$ cat config.mk
export PLATFORM = sky130hd
export DESIGN_NAME = pfs_pin_function_select
export DESIGN_NICKNAME = d
export VERILOG_FILES = /design/src/hw/pfs_pkg.sv /design/src/hw/pfs_pin_route.sv /design/src/hw/pfs_pin_function_select.sv
export VERILOG_INCLUDE_DIRS = /design/src /design/src/hw
export SDC_FILE = /design/constraint.sdc
export NUM_CORES = 1
export LEC_CHECK = 0
export ABC_AREA = 1
export BUFFER_PORTS_ARGS = -buffer_cell sky130_fd_sc_hd__buf_2
export CORE_UTILIZATION = 41
export CTS_CLUSTER_DIAMETER = 30
export DETAILED_ROUTE_END_ITERATION = 16
export HOLD_SLACK_MARGIN = 0.12
export PLACE_DENSITY = 0.85
export REMOVE_ABC_BUFFERS = 1
export SETUP_SLACK_MARGIN = 0.1
export SYNTH_ARGS = -nofsm -noshare
export SYNTH_HDL_FRONTEND = slang
export SYNTH_SLANG_ARGS = --single-unit
$ cat constraint.sdc
create_clock -name clk -period 0.87 [get_ports clk]
set_clock_uncertainty 0.1 [all_clocks]
set_input_delay 0.087 -clock clk [delete_from_list [all_inputs] [get_ports clk]]
set_output_delay 0.087 -clock clk [all_outputs]
set_load 0.1 [all_outputs]
$ cat src/hw/pfs_defines.svh
// Offsets, field positions and reset values of the pin function select block
`ifndef PFS_DEFINES_SVH
`define PFS_DEFINES_SVH
`define PFS_EXT_INDEX 8'h14
`define PFS_MEM_OFFSET 12'h914
`define PFS_F1_LSB 0
`define PFS_F2_LSB 2
`define PFS_F3_LSB 4
`define PFS_F4_LSB 6
`define PFS_RESET_VAL 8'h00
`endif

$ cat src/hw/pfs_pkg.sv
// Types for the pin function select block
package pfs_pkg;
    typedef enum logic [1:0] {
        PFS_SEL_NATIVE,
        PFS_SEL_GPIO,
        PFS_SEL_ALT,
        PFS_SEL_BAD
    } pfs_sel_t;
    typedef struct packed {
        logic [7:0] data;
        logic wr;
        logic rd;
    } pfs_acc_t;
    typedef struct packed {
        logic out;
        logic oe;
    } pfs_pin_t;
endpackage : pfs_pkg

$ cat src/hw/pfs_pin_route.sv
// One multiplexed pin: picks its source from the select code
module pfs_pin_route
    import pfs_pkg::*;
(
    // Select and sources
    input wire logic [1:0] sel,
    input wire logic native_out,
    input wire logic native_oe,
    input wire logic alt_out,
    input wire logic alt_oe,
    input wire logic gpio_out,
    input wire logic gpio_oe,
    // Routed pin
    output pfs_pin_t pin,
    output logic gpio_sel
);
    always_comb begin
        pin = '{out: 1'b0, oe: 1'b0};
        gpio_sel = 1'b0;
        case (pfs_sel_t'(sel))
            PFS_SEL_NATIVE: pin = '{out: native_out, oe: native_oe};
            PFS_SEL_GPIO: begin
                pin = '{out: gpio_out, oe: gpio_oe};
                gpio_sel = 1'b1;
            end
            PFS_SEL_ALT: pin = '{out: alt_out, oe: alt_oe};
            // Forbidden code: pin left undriven, safest choice
            default: pin = '{out: 1'b0, oe: 1'b0};
        endcase
    end
endmodule : pfs_pin_route

$ cat src/hw/pfs_pin_function_select.sv
// Chip-wide pin function select register and pin routing
`include "pfs_defines.svh"

//Contract
// - Bits 3:2 at zero route pin two to serial input, serialized data or socket B indicator, at 01 to general line two; the code never drives serialized data.
// - With power-event enable set, a software reset on the D3 to D0 change keeps every register bit.
// - As indicator, the socket A pin is open-drain active low, or the combined indicator in single mode.
// - As indicator, the socket B pin is open-drain active low, or the combined indicator when dual socket is 0.
// - The socket indicator functions of pins one and two exist only in the PCI/Way interrupt mode; pin four's combined indicator exists in both.
// - One register per chip at extended index 14h or memory offset 914h, the latter for function 0 only.
// - Bits 5:4 at zero route pin three to the speaker, at 01 to general line three.
// - Bits 7:6 at zero give indicator or suspend input, 01 general line four, 10 the power-event output.
module pfs_pin_function_select
    import pfs_pkg::*;
(
    // Clock and reset
    input wire logic clk,
    input wire logic nrst,
    // Software bus-segment reset on a D3 to D0 change
    input wire logic soft_seg_reset,
    input wire logic power_event_enable,
    // Indexed window access
    input wire logic ext_wr,
    input wire logic ext_rd,
    input wire logic [7:0] ext_index,
    input wire logic [7:0] ext_wdata,
    // Memory access
    input wire logic mem_wr,
    input wire logic mem_rd,
    input wire logic [11:0] mem_offset,
    input wire logic [2:0] mem_function,
    input wire logic [7:0] mem_wdata,
    // Read data
    output logic [7:0] rdata,
    output logic rvalid,
    // Configuration from elsewhere in the chip
    input wire logic pciway_mode,
    input wire logic dual_socket,
    // Native sources, active low where indicators
    input wire logic inta_n,
    input wire logic socket_a_indicator,
    input wire logic socket_b_indicator,
    input wire logic combined_activity_indicator,
    input wire logic serialized_data_line,
    input wire logic speaker_output,
    input wire logic pme_n,
    input wire logic [3:0] gpio_out,
    input wire logic [3:0] gpio_oe,
    // Pins, three signals each
    input wire logic [3:0] pin_in,
    output logic [3:0] pin_out,
    output logic [3:0] pin_oe,
    // Received functions and selections
    output logic serial_interrupt_input,
    output logic hardware_suspend_input,
    output logic [3:0] gpio_in,
    output logic [3:0] gpio_selected,
    output logic [7:0] select_value
);
    logic [7:0] sel_r;
    logic [3:0] pin_s1_r;
    logic [3:0] pin_s2_r;
    logic [7:0] rdata_r;
    logic rvalid_r;
    pfs_pin_t [3:0] route;
    logic [3:0] gsel;
    logic hit_ext;
    logic hit_mem;
    logic a_ind;
    logic b_ind;
    logic nat1_out, nat1_oe, nat2_out, nat2_oe;

    function automatic logic mem_hit(input logic [11:0] off,
                                     input logic [2:0] fn);
        mem_hit = (off == `PFS_MEM_OFFSET) && (fn == 3'h0);
    endfunction : mem_hit

    assign hit_ext = (ext_index == `PFS_EXT_INDEX);
    assign hit_mem = mem_hit(mem_offset, mem_function);

    // Software writes; forbidden codes stored as written, software's duty
    always_ff @(posedge clk or negedge nrst) begin
        if (!nrst) begin
            sel_r <= `PFS_RESET_VAL;
        end else if (soft_seg_reset) begin
            // Context kept while power-event enable is set
            if (!power_event_enable) begin
                sel_r <= `PFS_RESET_VAL;
            end
        end else if (ext_wr && hit_ext) begin
            sel_r <= ext_wdata;
        end else if (mem_wr && hit_mem) begin
            sel_r <= mem_wdata;
        end
    end

    // Read path, one cycle latency
    always_ff @(posedge clk or negedge nrst) begin
        if (!nrst) begin
            rdata_r <= 8'h00;
            rvalid_r <= 1'b0;
        end else begin
            rvalid_r <= (ext_rd && hit_ext) || (mem_rd && hit_mem);
            if (ext_rd && hit_ext) begin
                rdata_r <= sel_r;
            end else if (mem_rd && hit_mem) begin
                rdata_r <= sel_r;
            end else begin
                rdata_r <= 8'h00;
            end
        end
    end

    // Pin inputs arrive from outside, two stages
    always_ff @(posedge clk or negedge nrst) begin
        if (!nrst) begin
            pin_s1_r <= 4'hF;
            pin_s2_r <= 4'hF;
        end else begin
            pin_s1_r <= pin_in;
            pin_s2_r <= pin_s1_r;
        end
    end

    // Indicator either per socket or the combined one
    assign a_ind = dual_socket ? socket_a_indicator
                               : combined_activity_indicator;
    assign b_ind = dual_socket ? socket_b_indicator
                               : combined_activity_indicator;

    // Open drain: drive only the low level
    always_comb begin
        if (pciway_mode) begin
            nat1_out = 1'b0;
            nat1_oe = !a_ind;
            nat2_out = 1'b0;
            nat2_oe = !b_ind;
        end else begin
            nat1_out = 1'b0;
            nat1_oe = !inta_n;
            nat2_out = serialized_data_line;
            nat2_oe = 1'b0;
        end
    end

    pfs_pin_route u_pin1 (
        .sel(sel_r[`PFS_F1_LSB +: 2]),
        .native_out(nat1_out), .native_oe(nat1_oe),
        .alt_out(1'b0), .alt_oe(1'b0),
        .gpio_out(gpio_out[0]), .gpio_oe(gpio_oe[0]),
        .pin(route[0]), .gpio_sel(gsel[0])
    );
    pfs_pin_route u_pin2 (
        .sel(sel_r[`PFS_F2_LSB +: 2]),
        .native_out(nat2_out), .native_oe(nat2_oe),
        .alt_out(1'b0), .alt_oe(1'b0),
        .gpio_out(gpio_out[1]), .gpio_oe(gpio_oe[1]),
        .pin(route[1]), .gpio_sel(gsel[1])
    );
    pfs_pin_route u_pin3 (
        .sel(sel_r[`PFS_F3_LSB +: 2]),
        .native_out(speaker_output), .native_oe(1'b1),
        .alt_out(1'b0), .alt_oe(1'b0),
        .gpio_out(gpio_out[2]), .gpio_oe(gpio_oe[2]),
        .pin(route[2]), .gpio_sel(gsel[2])
    );
    pfs_pin_route u_pin4 (
        .sel(sel_r[`PFS_F4_LSB +: 2]),
        .native_out(1'b0),
        .native_oe(dual_socket ? 1'b0 : !combined_activity_indicator),
        .alt_out(1'b0), .alt_oe(!pme_n),
        .gpio_out(gpio_out[3]), .gpio_oe(gpio_oe[3]),
        .pin(route[3]), .gpio_sel(gsel[3])
    );

    // Registered pin drive, one cycle behind the sources
    always_ff @(posedge clk or negedge nrst) begin
        if (!nrst) begin
            pin_out <= 4'h0;
            pin_oe <= 4'h0;
            gpio_selected <= 4'h0;
        end else begin
            for (int i = 0; i < 4; i++) begin
                pin_out[i] <= route[i].out;
                pin_oe[i] <= route[i].oe;
            end
            gpio_selected <= gsel;
        end
    end

    // Inputs received only when their function is selected
    always_ff @(posedge clk or negedge nrst) begin
        if (!nrst) begin
            serial_interrupt_input <= 1'b1;
            hardware_suspend_input <= 1'b1;
            gpio_in <= 4'hF;
        end else begin
            serial_interrupt_input <= (sel_r[3:2] == 2'b00 && !pciway_mode)
                ? pin_s2_r[1] : 1'b1;
            // Suspend input only while pin four is not driving an indicator
            hardware_suspend_input <= (sel_r[7:6] == 2'b00 && dual_socket)
                ? pin_s2_r[3] : 1'b1;
            for (int i = 0; i < 4; i++) begin
                gpio_in[i] <= gsel[i] ? pin_s2_r[i] : 1'b1;
            end
        end
    end

    always_ff @(posedge clk or negedge nrst) begin
        if (!nrst) begin
            select_value <= `PFS_RESET_VAL;
        end else begin
            select_value <= sel_r;
        end
    end

    assign rdata = rdata_r;
    assign rvalid = rvalid_r;
endmodule : pfs_pin_function_select

# Word level (Yosys, flattened, before mapping)
# Cells that the tools add are included.
# word_totals
register_bits	51
in_bits	68
out_inout_bits	35
wordCells	67
# op_classes
n_eq_ne	8
muxes	26
n_reduce_logical	21
# ops
operator	n
8-bit 2-to-1 mux	6
1-bit 2-to-1 mux	16
12-bit == test, second input constant	1
2-bit one-hot mux with 2 select lines	3
2-bit by 1-bit == test with 1-bit output, second input constant	4
8-bit by 5-bit == test with 1-bit output, second input constant	1
2-bit logical NOT	4
1-bit logical AND	7
1-bit logical NOT	6
2-bit one-hot mux with 3 select lines	1
3-bit logical NOT	1
3-bit nonzero test	1
2-bit == test, second input constant	1
2-bit != test, second input constant	1
2-bit AND reduction	1
1-bit logical OR	1

# Depth between registers and ports, before layout
# depth
ltp_word	6
depth_mapped	10
ltp_nobuf	10

# Cells and area by module
# Synthesis repeated with hierarchy kept, for this count alone.
# hier_totals
cells_unflattened	245
area_unflattened_um2	2212.1
# modules_own_cells
mod	instances	cells_per_inst	area_per_inst_um2
pfs_pin_function_select	1	201	2006.9
pfs_pin_route	4	11	51.3

# Worst setup path after synthesis
# No wires, ideal clock.
# synth_path
kind	input -> register
start	in ext_index[6]
end	reg sel_r[5]
setup_ns	0.118
t_arrival_ns	0.880
t_required_ns	0.652
setup_slack_ns	-0.228
cell_stages	10
path_buffers	0
path_cell_list	inv_1 nand2_1 nor2_8 nand3_4 nand2_2 inv_2 nand2_8 nand2_4 nand2_1 nand2_1
# synth_via
elab_chain_len	4
# synth_rtl
item	line_no	source
from (decl)	pfs_pin_function_select.sv:25	input wire logic [7:0] ext_index,
8-bit by 5-bit == test with 1-bit output (no source line) (*)	n/a	
1-bit logical AND (*)	pfs_pin_function_select.sv:90	end else if (ext_wr && hit_ext) begin
3-bit nonzero test (no source line) / 8-bit 2-to-1 mux (equally long branches)	n/a	
2-bit AND reduction (no source line) / 8-bit 2-to-1 mux (equally long branches)	n/a	
to (signal assigned)	pfs_pin_function_select.sv:88	sel_r <= `PFS_RESET_VAL;
to (signal assigned)	pfs_pin_function_select.sv:91	sel_r <= ext_wdata;
to (signal assigned)	pfs_pin_function_select.sv:93	sel_r <= mem_wdata;
to (decl)	pfs_pin_function_select.sv:60	logic [7:0] sel_r;
# Every way passes the cells marked *; elsewhere a longest branch is shown, timed or not.
# A chain may end at the register's enable or synchronous reset.

# Worst setup path after layout
# layout_path
start	reg gpio_in[0]
end	out gpio_in[0]
# layout_lines
item	line_no	source
from (decl)	pfs_pin_function_select.sv:56	output logic [3:0] gpio_in,
from (signal, indexed assignment)	pfs_pin_function_select.sv:204	gpio_in[i] <= gsel[i] ? pin_s2_r[i] : 1'b1;
# No word-level cell between the ends.

==> impl_metrics.toml <==
[global_route]
overflow = 0
grt_max_degree = 52
grt_pass1_wl_mm = 9.95
grt_antenna_before_repair = 0
grt_usage_pct = 25.8
grt_pass1_vias = 2169

[sta]
max_slew_margin_pct = 81.4
drv_slew = 0
rsz0062_at_grt = "true"
hold_viol_final = 5
final_period_minus_worst_setup_slack_ns = 1.24
worst_pin_slew_ns = 0.278
max_clock_freq_mhz = 808
hold_ws_ns = -0.113
finalSetupTns_ns = -9.82
fin_ws_ns = -0.368
fin_crit_sh_pct = 142
setup_viol = 58

[layout]
antennaDiodeCount = 0
nFillCells = 223
drive_gt1_share_pct = 62.8
layoutNonFillerInstCount = 433
regArea_mm2 = 0.00130
nets = 433
multi_input_area_um2 = 887
syn_to_final_growth_pct = 95.4
final_area_mm2 = 0.00406

[status]
violations = "negative hold slack, negative setup slack"
status = "finished, violations left"

[critical_path]
r2r-end = "pin_oe[3]$_DFF_PN0_"
worst_setup_path_start_kind = "flip-flop"
max_stage_delay_ns = 0.57
criticalPathCategory = "reg -> out"
cp.required_ns = 0.68
cp_num_buf_inv = 1
cp.depth = 1
worstPathCellList = "buf_12"
worst_setup_path_end_kind = "primary output"
rr_worst_depth = 4
cpLargestDelayFamily = "flip-flops"
slowest_stage = "dfstp_2"
worstPathMaxFanout = 1
critPathArrivalTime_ns = 1.05
r2r_setup_slack_ns = -0.29
r2r_start = "sel_r[7]$_DFFE_PN0P_"

[pwr]
comb_power_share_pct = 36.4
cellPowerDensity_mw_per_mm2 = 1580
clkPwrFrac_pct = 20.7
peakVddDrop_mv = 0.784
p_sw_w = 0.00234
p_leak_nw = 2.03
p_total_w = 0.00642
intPower_w = 0.00408
p_sw_share_pct = 36.5
pwr-share-seq_pct = 42.8

[clock_network]
cts_hold_buf = 10
cts-htree-levels = 2
cts_tree = "done"
cts_buffers = 5
cts_sinks = 51
cts_root_buffer = "clkbuf_8"
clkLatencyLatePin_ns = 0.31
cts.path.max_buffers = 2
clk_pin_slew_worst_paths_ns = 0.09

[logic_synthesis]
synth_seq_cells = 51
netlist_area_mm2 = 0.00208
ys_types = 21
synth_top_cell_by_area = "dfrtp_1"
syn_inst = 214
netlist_top_cells_area = "dfrtp_1 (45%), dfstp_2 (18%), nand2_1 (8.0%), inv_1 (6.9%), nand3_1 (4.1%)"
ys_warn_count = 0
ys_seq_area_share_pct = 62.3
netlist.area_leader.share_pct = 44.6
syn_area_per_cell_um2 = 9.70

[detailed_routing]
dr_total_vias = 2016
drtIter0Drc = 99
wl_per_cell_um = 15.4
viasPerCell = 4.66
first_pass_iters = 4
drcViolationCount = 0
ant_nets = 0
drt_wl_total_mm = 6.69

[min_path]
hp-class = "in -> reg"
min-delay-start = "gpio_out[1]"
min_path_cells = 2
hold_end = "pin_out[1]$_DFF_PN0_"

[place]
dp_hpwl_mm = 3.82
placed_cells = 403
place_congestion = 0.733
io_buffers = 102
placed_cell_area_mm2 = 0.00336

[floorplanning]
die-area_mm2 = 0.00535
fp-row-count = 25
die_h_um = 73.2
core_area_mm2 = 0.00479
die_x_um = 73.2
start_util_pct = 43.4
top_level_ports = 103

[flow_run]
cap_violations = 0
==> per-layer routing <==
metal,GRT usage (%),vias up,routed length (µm),part of all wire (%)
met5,0,-,0,0
met1,25.4,951,2290,34
met4,15.7,0,191,2.9
met2,47.9,82,3890,58
li1,-,969,-,-
met3,6.63,14,325,4.9
==> cells by family after synthesis <==
logic type             count (synthesis)  synth area share (%)
and+or+nand+nor                      105                  25.4
DFF                                   51                  62.3
buffers and inverters                 43                  7.90
AOI/OAI and AO/OA                     15                  4.34
==> how the worst max path moves through the flow <==
stage	start	to	slack (ns)
finish	gpio_in[0]$_DFF_PN1_	gpio_in[0]	-0.37
global route	gpio_in[0]$_DFF_PN1_	gpio_in[0]	-0.39
CTS	gpio_in[0]$_DFF_PN1_	gpio_in[0]	-0.37
detailed placement	mem_function[1]	sel_r[1]$_DFFE_PN0P_	-0.38
global placement	mem_function[1]	sel_r[2]$_DFFE_PN0P_	-0.35
floorplan	ext_index[6]	sel_r[5]$_DFFE_PN0P_	-0.23
==> timing repair <==
action | CTS | global route
resized for setup | 75 | 48
hold endpoints to repair | 81 | 12
endpoints found under the setup margin | 72 | 77
cloned | 3 | 0
pin swaps | 27 | 30
buffers inserted | 11 | 7
==> synthesized netlist by cell type <==
cell type,n
nand2_1,44
inv_1,38
dfrtp_1,37
nor2_1,22
nand3_1,17
dfstp_2,14
nand4_1,10
a21oi_1,9
nand2_2,5
inv_2,3
a32o_1,2
and3_1,2
nor2_8,2
o21ai_1,2
a21boi_1,1
buf_2,1
clkbuf_2,1
nand2_4,1
nand2_8,1
nand3_4,1
o211ai_1,1
==> power by group through the flow <==
| stage | clock network (W) | registers, W | logic [W] |
|---|---|---|---|
| floorplan | 0 | 0.00353 | 0.000246 |
| global placement | 0 | 0.00274 | 0.00196 |
| detailed placement | 0 | 0.00276 | 0.00200 |
| finish | 0.00133 | 0.00275 | 0.00234 |
| global route | 0.00145 | 0.00276 | 0.00244 |
| CTS | 0.00131 | 0.00274 | 0.00221 |
==> state kept, by name, summed over array words and instances, names as in the netlist <==
register	count
sel_r	8
gpio_in	4
pin_out	4
gpio_selected	4
rvalid	1
serial_interrupt_input	1
select_value	8
hardware_suspend_input	1
rdata	8
pin_s1_r	4
pin_oe	4
pin_s2_r	4
==> through the flow <==
step / setup slack [ns] / util (%)
2_1_floorplan: -0.228 / -
3_3_place_gp: -0.353 / 70.3
3_5_place_dp: -0.385 / 70.3
4_1_cts: -0.370 / 81.1
5_1_grt: -0.392 / 84.8
6_report: -0.368 / 84.8
==> layout by cell type, fill, tap and decap left out, drive strengths merged <==
cell type    count
a32o             2
o211ai           1
and3             2
clkinvlp         1
inv             41
clkbuf           6
clkinv           1
nor2            24
nand3           19
nand2           52
dfrtp           37
buf            134
nand4           10
dfstp           14
a21boi           1
dlygate4sd3     10
a21oi            9
o21ai            2
==> layout make-up <==
type / instances / area share (%)
clock inverters: 2 / 0.308
multi-input cells: 122 / 21.9
flip-flops and latches: 51 / 32.0
clock buffers: 6 / 1.79
well taps: 67 / 2.07
inverters: 41 / 4.10
repair buffers: 144 / 37.8
No activity file was read; power rests on OpenSTA's default activity.
